### src/lpcfg_regs.svh
// register offsets, field widths, reset values and timing counts of the polling config block
`ifndef LPCFG_REGS_SVH
`define LPCFG_REGS_SVH

// ----------------------------------------------------------------
// register addresses (7-bit frame address field)
// ----------------------------------------------------------------
`define LPCFG_ADDR_SG_CUR 7'h17
`define LPCFG_ADDR_SP_SLOW 7'h18
`define LPCFG_ADDR_SG_SLOW 7'h19
`define LPCFG_ADDR_SP_DEB 7'h1A

// ----------------------------------------------------------------
// field layout and reset values
// ----------------------------------------------------------------
`define LPCFG_SG_N 21
`define LPCFG_SP_N 12
`define LPCFG_SG_RST 21'h00_0000
`define LPCFG_SP_RST 12'h000
`define LPCFG_REPLY_RST 32'h0000_0000

// ----------------------------------------------------------------
// serial frame and timing
// ----------------------------------------------------------------
`define LPCFG_FRAME_BITS 6'h20
`define LPCFG_CNT_OVER 6'h21
`define LPCFG_SLOW_LAST 2'h3
`define LPCFG_DEB_EXT_US 1200
`define LPCFG_CLK_MHZ 100
`define LPCFG_ACTIVE_CYC 64
`define LPCFG_CNT_W 17

`endif

### src/lpcfg_pkg.sv
// types shared by the polling config block
package lpcfg_pkg;

  // polling current source selected for one channel
  typedef enum logic [1:0] {
    LPCFG_CUR_OFF = 2'h0,
    LPCFG_CUR_1MA = 2'h1,
    LPCFG_CUR_2MA = 2'h2,
    LPCFG_CUR_WET = 2'h3
  } lpcfg_cur_e;

  // per-channel poll sequencer states
  typedef enum logic [2:0] {
    LPCFG_ST_IDLE = 3'h1,
    LPCFG_ST_ACT = 3'h2,
    LPCFG_ST_EXT = 3'h4
  } lpcfg_st_e;

  // incoming command frame
  typedef struct packed {
    logic [6:0] addr;
    logic wr;
    logic [23:0] data;
  } lpcfg_frame_s;

  // outgoing reply word
  typedef struct packed {
    logic [6:0] addr;
    logic wr;
    logic fault;
    logic interrupt_pending_flag;
    logic [21:0] data;
  } lpcfg_reply_s;

endpackage

### src/lpcfg_poll_chan.sv
// one channel of the low-power polling sequencer
`timescale 1ns/10ps
`include "lpcfg_regs.svh"

module lpcfg_poll_chan import lpcfg_pkg::*; #(
  parameter bit HAS_DEB = 1'b0,
  parameter int ACT_CYC = `LPCFG_ACTIVE_CYC,
  parameter int DEB_CYC = `LPCFG_DEB_EXT_US * `LPCFG_CLK_MHZ
) (
  // clock and reset
  input wire logic clk_i,
  input wire logic rst_n_i,
  // control
  input wire logic sleep_i,
  input wire logic tick_i,
  input wire logic slow_i,
  input wire logic deb_i,
  input wire logic wet_i,
  input wire logic batt_i,
  // results
  output lpcfg_cur_e cur_o,
  output logic sample_o,
  output logic final_o
);

  lpcfg_st_e st_q, st_d;
  logic [`LPCFG_CNT_W-1:0] cnt_q, cnt_d;
  logic [1:0] div_q, div_d;
  lpcfg_cur_e cur_q, cur_d;
  logic smp_q, smp_d;
  logic fin_q, fin_d;
  logic start;

  // normal-rate tick, or every fourth one when slowed
  assign start = tick_i && (!slow_i || div_q == `LPCFG_SLOW_LAST);

  // next state of the sequencer
  always_comb begin
    st_d = st_q;
    cnt_d = cnt_q + `LPCFG_CNT_W'(1);
    div_d = div_q;
    smp_d = 1'b0;
    fin_d = fin_q;
    // [RQ4] normal rate when not slowed
    // [RQ5] slow poll every fourth tick
    if (tick_i && slow_i) begin
      div_d = div_q + 2'h1;
    end
    case (st_q)
      LPCFG_ST_IDLE: begin
        cnt_d = '0;
        if (start) begin
          st_d = LPCFG_ST_ACT;
        end
      end
      LPCFG_ST_ACT: begin
        if (cnt_q == `LPCFG_CNT_W'(ACT_CYC - 1)) begin
          cnt_d = '0;
          // [RQ7] extend current when debounced
          if (HAS_DEB && deb_i) begin
            st_d = LPCFG_ST_EXT;
          end else begin
            // [RQ6] delta comparison without debounce
            st_d = LPCFG_ST_IDLE;
            smp_d = 1'b1;
            fin_d = 1'b0;
          end
        end
      end
      LPCFG_ST_EXT: begin
        if (cnt_q == `LPCFG_CNT_W'(DEB_CYC - 1)) begin
          // [RQ8] judge final voltage level
          st_d = LPCFG_ST_IDLE;
          smp_d = 1'b1;
          fin_d = 1'b1;
        end
      end
      default: begin
        st_d = LPCFG_ST_IDLE;
      end
    endcase
    if (!sleep_i) begin
      st_d = LPCFG_ST_IDLE;
      div_d = 2'h0;
      smp_d = 1'b0;
    end
  end

  // current source selection while polling
  always_comb begin
    cur_d = LPCFG_CUR_OFF;
    if (st_d != LPCFG_ST_IDLE) begin
      if (wet_i) begin
        // [RQ2] wetting level instead
        cur_d = LPCFG_CUR_WET;
      end else if (batt_i) begin
        // [RQ15] battery switch 2.0 mA
        cur_d = LPCFG_CUR_2MA;
      end else begin
        // [RQ1] ground switch 1.0 mA
        cur_d = LPCFG_CUR_1MA;
      end
    end
  end

  // sequencer registers
  always_ff @(posedge clk_i) begin
    if (!rst_n_i) begin
      st_q <= LPCFG_ST_IDLE;
      cnt_q <= '0;
      div_q <= 2'h0;
      cur_q <= LPCFG_CUR_OFF;
      smp_q <= 1'b0;
      fin_q <= 1'b0;
    end else begin
      st_q <= st_d;
      cnt_q <= cnt_d;
      div_q <= div_d;
      cur_q <= cur_d;
      smp_q <= smp_d;
      fin_q <= fin_d;
    end
  end

  assign cur_o = cur_q;
  assign sample_o = smp_q;
  assign final_o = fin_q;

endmodule

### src/lpcfg_top.sv
// serial-accessed low-power polling configuration registers with per-channel pollers
`timescale 1ns/10ps
`include "lpcfg_regs.svh"

// Operation
// [RQ1] ground channel bit 0: 1.0 mA polling
// [RQ2] bit 1: poll with wetting current level
// [RQ3] normal rate comes from external configuration
// [RQ4] slow bit 0: normal polling rate
// [RQ5] slow bit 1: poll four times less often
// [RQ6] debounce 0: voltage difference decision
// [RQ7] debounce 1: source current extra 1.2 ms
// [RQ8] debounced: judge voltage at interval end
// [RQ9] frame: address, write flag, 24 data
// [RQ10] reply: fault 23, interrupt 22, data
// [RQ11] ground current select at 0x17
// [RQ12] programmable slow poll at 0x18
// [RQ13] ground slow poll at 0x19
// [RQ14] programmable debounce at 0x1A
// [RQ15] battery switch 2.0 mA, ground 1.0
// [RQ16] reset clears bits, unused read zero
// [RQ17] write implemented bits only, reads harmless
module lpcfg_top import lpcfg_pkg::*; #(
  parameter int DEB_EXT_CYC = `LPCFG_DEB_EXT_US * `LPCFG_CLK_MHZ,
  parameter int ACTIVE_CYC = `LPCFG_ACTIVE_CYC
) (
  // clock and reset
  input wire logic REF_CLK_I,
  input wire logic RST_N_I,
  // serial port pins
  input wire logic SCLK_I,
  input wire logic CS_N_I,
  input wire logic MOSI_I,
  output logic MISO_O,
  output logic MISO_OE_N_O,
  // status flags from the rest of the device
  input wire logic FAULT_I,
  input wire logic INTERRUPT_PENDING_FLAG_I,
  // polling control
  input wire logic SLEEP_POLLING_STATE_I,
  input wire logic POLL_TICK_I,
  input wire logic [`LPCFG_SP_N-1:0] BATTERY_REFERENCED_SWITCH_I,
  // ground-switch channel outputs
  output lpcfg_cur_e [`LPCFG_SG_N-1:0] SG_CUR_O,
  output logic [`LPCFG_SG_N-1:0] SG_SAMPLE_O,
  // programmable channel outputs
  output lpcfg_cur_e [`LPCFG_SP_N-1:0] SP_CUR_O,
  output logic [`LPCFG_SP_N-1:0] SP_SAMPLE_O,
  output logic [`LPCFG_SP_N-1:0] SP_FINAL_O
);

  // ----------------------------------------------------------------
  // pin synchronisers
  // ----------------------------------------------------------------

  logic sclk_s1_q, sclk_s2_q, sclk_s3_q;
  logic cs_s1_q, cs_s2_q, cs_s3_q;
  logic mosi_s1_q, mosi_s2_q;
  logic sclk_rise, sclk_fall;
  logic cs_fall, cs_rise;

  // two flops per pin, a third for edges
  always_ff @(posedge REF_CLK_I) begin
    if (!RST_N_I) begin
      sclk_s1_q <= 1'b0;
      sclk_s2_q <= 1'b0;
      sclk_s3_q <= 1'b0;
      cs_s1_q <= 1'b1;
      cs_s2_q <= 1'b1;
      cs_s3_q <= 1'b1;
      mosi_s1_q <= 1'b0;
      mosi_s2_q <= 1'b0;
    end else begin
      sclk_s1_q <= SCLK_I;
      sclk_s2_q <= sclk_s1_q;
      sclk_s3_q <= sclk_s2_q;
      cs_s1_q <= CS_N_I;
      cs_s2_q <= cs_s1_q;
      cs_s3_q <= cs_s2_q;
      mosi_s1_q <= MOSI_I;
      mosi_s2_q <= mosi_s1_q;
    end
  end

  // edge events on the synchronised pins
  assign sclk_rise = sclk_s2_q && !sclk_s3_q && !cs_s2_q;
  assign sclk_fall = !sclk_s2_q && sclk_s3_q && !cs_s2_q;
  assign cs_fall = !cs_s2_q && cs_s3_q;
  assign cs_rise = cs_s2_q && !cs_s3_q;

  // ----------------------------------------------------------------
  // frame receive and reply shift
  // ----------------------------------------------------------------

  logic [31:0] rx_q, rx_d;
  logic [31:0] tx_q, tx_d;
  logic [31:0] reply_q, reply_d;
  logic [5:0] bit_cnt_q, bit_cnt_d;
  lpcfg_frame_s frm;
  logic frame_done;

  assign frm = lpcfg_frame_s'(rx_q);

  // [RQ9] accept only whole 32-bit frames
  assign frame_done = cs_rise && bit_cnt_q == `LPCFG_FRAME_BITS;

  // shift registers, msb first
  always_comb begin
    rx_d = rx_q;
    tx_d = tx_q;
    bit_cnt_d = bit_cnt_q;
    if (cs_fall) begin
      bit_cnt_d = 6'h00;
      tx_d = reply_q;
    end else begin
      if (sclk_rise) begin
        // [RQ9] address first, then flag, data
        rx_d = {rx_q[30:0], mosi_s2_q};
        if (bit_cnt_q != `LPCFG_CNT_OVER) begin
          bit_cnt_d = bit_cnt_q + 6'h01;
        end
      end
      if (sclk_fall) begin
        tx_d = {tx_q[30:0], 1'b0};
      end
    end
  end

  // shift register flops
  always_ff @(posedge REF_CLK_I) begin
    if (!RST_N_I) begin
      rx_q <= 32'h0000_0000;
      tx_q <= `LPCFG_REPLY_RST;
      bit_cnt_q <= 6'h00;
    end else begin
      rx_q <= rx_d;
      tx_q <= tx_d;
      bit_cnt_q <= bit_cnt_d;
    end
  end

  // ----------------------------------------------------------------
  // configuration registers
  // ----------------------------------------------------------------

  logic [`LPCFG_SG_N-1:0] sg_cur_q, sg_cur_d;
  logic [`LPCFG_SP_N-1:0] sp_slow_q, sp_slow_d;
  logic [`LPCFG_SG_N-1:0] sg_slow_q, sg_slow_d;
  logic [`LPCFG_SP_N-1:0] sp_deb_q, sp_deb_d;

  // register writes on a completed write frame
  always_comb begin
    sg_cur_d = sg_cur_q;
    sp_slow_d = sp_slow_q;
    sg_slow_d = sg_slow_q;
    sp_deb_d = sp_deb_q;
    // [RQ17] only implemented bits change
    if (frame_done && frm.wr) begin
      case (frm.addr)
        // [RQ11] ground current select
        `LPCFG_ADDR_SG_CUR: begin
          sg_cur_d = frm.data[`LPCFG_SG_N-1:0];
        end
        // [RQ12] programmable slow poll
        `LPCFG_ADDR_SP_SLOW: begin
          sp_slow_d = frm.data[`LPCFG_SP_N-1:0];
        end
        // [RQ13] ground slow poll
        `LPCFG_ADDR_SG_SLOW: begin
          sg_slow_d = frm.data[`LPCFG_SG_N-1:0];
        end
        // [RQ14] programmable debounce
        `LPCFG_ADDR_SP_DEB: begin
          sp_deb_d = frm.data[`LPCFG_SP_N-1:0];
        end
        default: begin
          sg_cur_d = sg_cur_q;
        end
      endcase
    end
  end

  // register flops
  always_ff @(posedge REF_CLK_I) begin
    if (!RST_N_I) begin
      // [RQ16] all channel bits clear
      sg_cur_q <= `LPCFG_SG_RST;
      sp_slow_q <= `LPCFG_SP_RST;
      sg_slow_q <= `LPCFG_SG_RST;
      sp_deb_q <= `LPCFG_SP_RST;
    end else begin
      sg_cur_q <= sg_cur_d;
      sp_slow_q <= sp_slow_d;
      sg_slow_q <= sg_slow_d;
      sp_deb_q <= sp_deb_d;
    end
  end

  // ----------------------------------------------------------------
  // reply word
  // ----------------------------------------------------------------

  logic [21:0] rd_data;
  lpcfg_reply_s rep;

  // read mux, unused bits and addresses give zero
  always_comb begin
    rd_data = 22'h00_0000;
    // [RQ16] unused bits read zero
    case (frm.addr)
      `LPCFG_ADDR_SG_CUR: begin
        rd_data = 22'(sg_cur_d);
      end
      `LPCFG_ADDR_SP_SLOW: begin
        rd_data = 22'(sp_slow_d);
      end
      `LPCFG_ADDR_SG_SLOW: begin
        rd_data = 22'(sg_slow_d);
      end
      `LPCFG_ADDR_SP_DEB: begin
        rd_data = 22'(sp_deb_d);
      end
      default: begin
        rd_data = 22'h00_0000;
      end
    endcase
  end

  // build reply for the following frame
  always_comb begin
    rep.addr = frm.addr;
    rep.wr = frm.wr;
    // [RQ10] flags above register data
    rep.fault = FAULT_I;
    rep.interrupt_pending_flag = INTERRUPT_PENDING_FLAG_I;
    rep.data = rd_data;
    reply_d = reply_q;
    // [RQ17] reads leave contents unchanged
    if (frame_done) begin
      reply_d = 32'(rep);
    end
  end

  // reply holding flop
  always_ff @(posedge REF_CLK_I) begin
    if (!RST_N_I) begin
      reply_q <= `LPCFG_REPLY_RST;
    end else begin
      reply_q <= reply_d;
    end
  end

  // miso driven from the shifter only while selected
  assign MISO_O = tx_q[31];
  assign MISO_OE_N_O = cs_s2_q;

  // ----------------------------------------------------------------
  // channel pollers
  // ----------------------------------------------------------------

  // [RQ3] rate tick supplied from outside
  // ground-switch channels, no debounce extension here
  for (genvar g = 0; g < `LPCFG_SG_N; g++) begin : g_sg
    lpcfg_poll_chan #(
      .HAS_DEB(1'b0),
      .ACT_CYC(ACTIVE_CYC),
      .DEB_CYC(DEB_EXT_CYC)
    ) u_chan (
      .clk_i(REF_CLK_I),
      .rst_n_i(RST_N_I),
      .sleep_i(SLEEP_POLLING_STATE_I),
      .tick_i(POLL_TICK_I),
      .slow_i(sg_slow_q[g]),
      .deb_i(1'b0),
      .wet_i(sg_cur_q[g]),
      .batt_i(1'b0),
      .cur_o(SG_CUR_O[g]),
      .sample_o(SG_SAMPLE_O[g]),
      .final_o()
    );
  end

  // programmable channels, wetting select lives elsewhere
  for (genvar p = 0; p < `LPCFG_SP_N; p++) begin : g_sp
    lpcfg_poll_chan #(
      .HAS_DEB(1'b1),
      .ACT_CYC(ACTIVE_CYC),
      .DEB_CYC(DEB_EXT_CYC)
    ) u_chan (
      .clk_i(REF_CLK_I),
      .rst_n_i(RST_N_I),
      .sleep_i(SLEEP_POLLING_STATE_I),
      .tick_i(POLL_TICK_I),
      .slow_i(sp_slow_q[p]),
      .deb_i(sp_deb_q[p]),
      .wet_i(1'b0),
      .batt_i(BATTERY_REFERENCED_SWITCH_I[p]),
      .cur_o(SP_CUR_O[p]),
      .sample_o(SP_SAMPLE_O[p]),
      .final_o(SP_FINAL_O[p])
    );
  end

endmodule

### config.mk
export PLATFORM = sky130hd
export DESIGN_NAME = lpcfg_top
export DESIGN_NICKNAME = d
export VERILOG_FILES = /design/src/lpcfg_pkg.sv /design/src/lpcfg_poll_chan.sv /design/src/lpcfg_top.sv
export VERILOG_INCLUDE_DIRS = /design/src /design/src/src
export SDC_FILE = /design/constraint.sdc
export NUM_CORES = 2
export LEC_CHECK = 0
export BUFFER_PORTS_ARGS = -buffer_cell sky130_fd_sc_hd__buf_2
export CAP_MARGIN = 25
export CORE_MARGIN = 2
export CORE_UTILIZATION = 54
export DETAILED_ROUTE_END_ITERATION = 10
export PLACE_DENSITY = 0.72
export SYNTH_ARGS = -nofsm -noshare
export SYNTH_HDL_FRONTEND = slang
export SYNTH_SLANG_ARGS = --single-unit
### constraint.sdc
create_clock -name REF_CLK_I -period 4.4 [get_ports REF_CLK_I]
set_input_delay 0.88 -clock REF_CLK_I [delete_from_list [all_inputs] [get_ports REF_CLK_I]]
set_output_delay 0.88 -clock REF_CLK_I [all_outputs]
set_load 0.05 [all_outputs]
==> impl_metrics.csv <==
group,metric,value,unit
run_status,status,"finished, final reports clean",
flow_run,drv_cap,0,
finish,fin_nets,5145,
route,wl_per_cell,14.46,um
synth,syn_inst,4961,
timing,tns,0,ps
finish,drive_above_1_share,7.534,%
clock_network,holdBufCountCts,0,
placed_design,detailedPlace.worstSlack,1491,ps
route,routed_wl,89470,um
power,p_clk_share,47.6,%
synth,synth_seq_cells,1012,
floorplanning,rows,103,
min_path,min_path_type,"in -> reg",
clock_network,htreeDepth,3,
clock_network,cts_resized,0,
setup_path,cp-start-kind,"flip-flop",
timing,finalSetupViolations,0,
power,intPower,14.74,mW
timing,hold_viol,0,
setup_path,critPathKind,"reg -> reg",
floorplanning,die_h,285.9,um
timing,whs,385.8,ps
clock_network,clk-insertion-delay-late,660,ps
power,total_power,18.72,mW
min_path,worst_hold_path.endpoint,"g_sp[1].u_chan.cur_o[0]",
power,netSwitchingPower,3.976,mW
timing,slew_headroom,36.79,%
route,dr.pass1.iters,5,
clock_network,clock_path_buffers,3,
placed_design,place_inst,5996,
synth,synth.avg_cell_area,8.653,um2
power,switching_share,21.24,%
global_routing,track_usage,21.59,%
finish,final_core_util,61.03,%
global_routing,grt_pass1_wl,150200,um
finish,final_common_cell,"dfxtp_1",
setup_path,end_kind,"flip-flop",
route,drc,0,
timing,tightest_slew,940.3,ps
global_routing,grt-ovfl-total,0,
global_routing,grt_max_degree,83,
clock_network,post_cts_buffers,0,
placed_design,dpl_cell_area,44570,um2
placed_design,dp_hpwl,60910,um
min_path,hold_start,"BATTERY_REFERENCED_SWITCH_I[1]",
timing,rsz0062_at_grt,"false",
placed_design,portBuffers,133,
clock_network,root_buffer,"clkbuf_16",
power,combPwrFrac,2.6,%
power,powerDensity,388.8,nW/um2
synth,synth.distinct_cells,69,
timing,drv_slew,0,
route,antenna_left,0,
route,vias_per_cell,5.413,
route,vias,33504,
power,seqPwrFrac,49.7,%
finish,areaGrowthSynthToFinish,12.13,%
clock_network,cts_tree,"done",
floorplanning,io_pins,134,
floorplanning,start_util,54.43,%
setup_path,path_max_fanout,21,
synth,yosys_most_used_dff,"dfxtp_1",
setup_path,r2r-start,"frm[29]",
floorplanning,core_area,78870,um2
setup_path,r2r_setup_slack,1570,ps
synth,yosysWarnings,0,
synth,netlist_area,42930,um2
floorplanning,die_x,285.9,um
floorplanning,fp.dieArea,81760,um2
setup_path,worstPathRequired,4930,ps
synth,synth_nets,5051,
clock_network,cts_buffers,103,
timing,timing.fmax,352.9,MHz
setup_path,reg2reg_depth,5,
power,ir_drop,324.8,uV
synth,synth_edf_count,0,
timing,finalCritPeriodShare,64.40,%
timing,fin_ws,1566,ps
finish,mostFrequentLayoutCells,"dfxtp_1, nor2_1, nand2_1",
synth,ys_seq_area_share,47.20,%
global_routing,antenna_found_initial,3,
min_path,worstHoldPathCells,2,
timing,final.min_clock_period,2834,ps
global_routing,grt_pass1_vias,31390,
finish,final_cell_count_no_fill,6189,
synth,async_flop_share,0,%
power,leakage,17.06,nW
setup_path,r2r-end,"sg_slow_q[17]",
setup_path,critPathArrivalTime,3360,ps
placed_design,gp_congestion,0.8235,
route,drt_iter0_drc,1947,
timing,clock_skew,19.79,ps
finish,final_area,48130,um2
clock_network,clk_pin_slew,70,ps
clock_network,clock_sinks,1012,
## worst max-delay path by stage
| stage | to | slack [ps] | startpoint |
|---|---|---|---|
| 2_1_floorplan | g_sg[0].u_chan.div_q[0] | 2050 | POLL_TICK_I |
| 3_3_place_gp | g_sp[0].u_chan.cur_o[0] | 1530 | RST_N_I |
| 3_5_place_dp | g_sp[0].u_chan.cur_o[0] | 1490 | RST_N_I |
| 4_1_cts | sp_deb_q[4] | 1480 | frm[29] |
| 5_1_grt | sg_slow_q[5] | 1370 | frm[29] |
| 6_report | sg_slow_q[17] | 1570 | frm[29] |
## critical path: stages (launching register included)
cell and delay [ps]:
dfxtp_1 390, or3b_2 520, nor4b_4 620, nand3_1 780, nand2_1 260, a21boi_0 120
## synthesized netlist by cell type, types with 36 or more instances
cell,count,area (um2)
nor2b_1,66,412.9
or4_1,62,465.5
clkbuf_1,134,503.0
xnor2_1,227,1988
nand2_1,563,2113
mux2i_1,42,420.4
nand2b_1,76,475.5
nor2_1,795,2984
nand3_1,308,1541
a21oi_1,62,310.3
nand4_1,139,869.6
buf_4,45,337.8
inv_1,122,457.9
nor3_1,149,745.7
ha_1,69,863.3
a21boi_0,91,683.2
nor4_1,75,469.2
and3_1,121,757.0
xor2_1,296,2592
o21ai_0,127,635.6
and4_1,36,315.3
dfxtp_1,1012,20260
## area by class of cell
cell class / instances / area (um2)
Fill cell: 6822 / 30740
Multi-Input combinational cell: 3626 / 21360
Sequential cell: 1012 / 20260
Clock buffer: 151 / 3020
Tap cell: 1050 / 1314
Timing Repair Buffer: 190 / 1239
Clock inverter: 36 / 474.2
Inverter: 122 / 457.9
Antenna cell: 2 / 5.005
## routing by layer
layer	share of wire (%)	track usage, %
met1	47	27.84
met3	3.5	3.285
met4	2.9	6.806
met5	0	0
met2	47	37.13
## flip-flops by register name, summed over array words and instances (netlist names), 12 cells and up
register              flops
g_sg.u_chan.cnt_q       357
g_sp.u_chan.cnt_q       204
g_sg.u_chan.st_q         63
g_sg.u_chan.cur_o        42
g_sg.u_chan.div_q        42
g_sp.u_chan.st_q         36
frm                      32
tx_q                     32
reply_q                  31
g_sp.u_chan.cur_o        24
g_sp.u_chan.div_q        24
g_sg.u_chan.sample_o     21
sg_cur_q                 21
sg_slow_q                21
g_sp.u_chan.final_o      12
g_sp.u_chan.sample_o     12
sp_deb_q                 12
sp_slow_q                12
## power groups by stage
stage | logic, mW | registers [mW] | clock network [mW]
after CTS | 0.501 | 9.30 | 9.13
final | 0.495 | 9.30 | 8.92
after detailed placement | 0.497 | 9.50 | 0
after global routing | 0.549 | 9.31 | 9.49
after global placement | 0.471 | 9.50 | 0
after floorplan | 0.300 | 9.54 | 0
## cell families (layout without fill, tap and decap cells)
kind of cell | after synthesis | after routing | synth area share (%)
AOI/OAI and AO/OA | 502 | 502 | 8.100
muxes | 42 | 42 | 0.9794
xor gates and xnor gates | 523 | 523 | 10.67
other | 0 | 2 | 0
and+or+nand+nor | 2490 | 2490 | 27.77
buffers and inverters | 323 | 499 | 3.267
DFF | 1012 | 1012 | 47.20
adders and majority gates | 69 | 69 | 2.011
No activity file was read; power rests on OpenSTA's default activity.
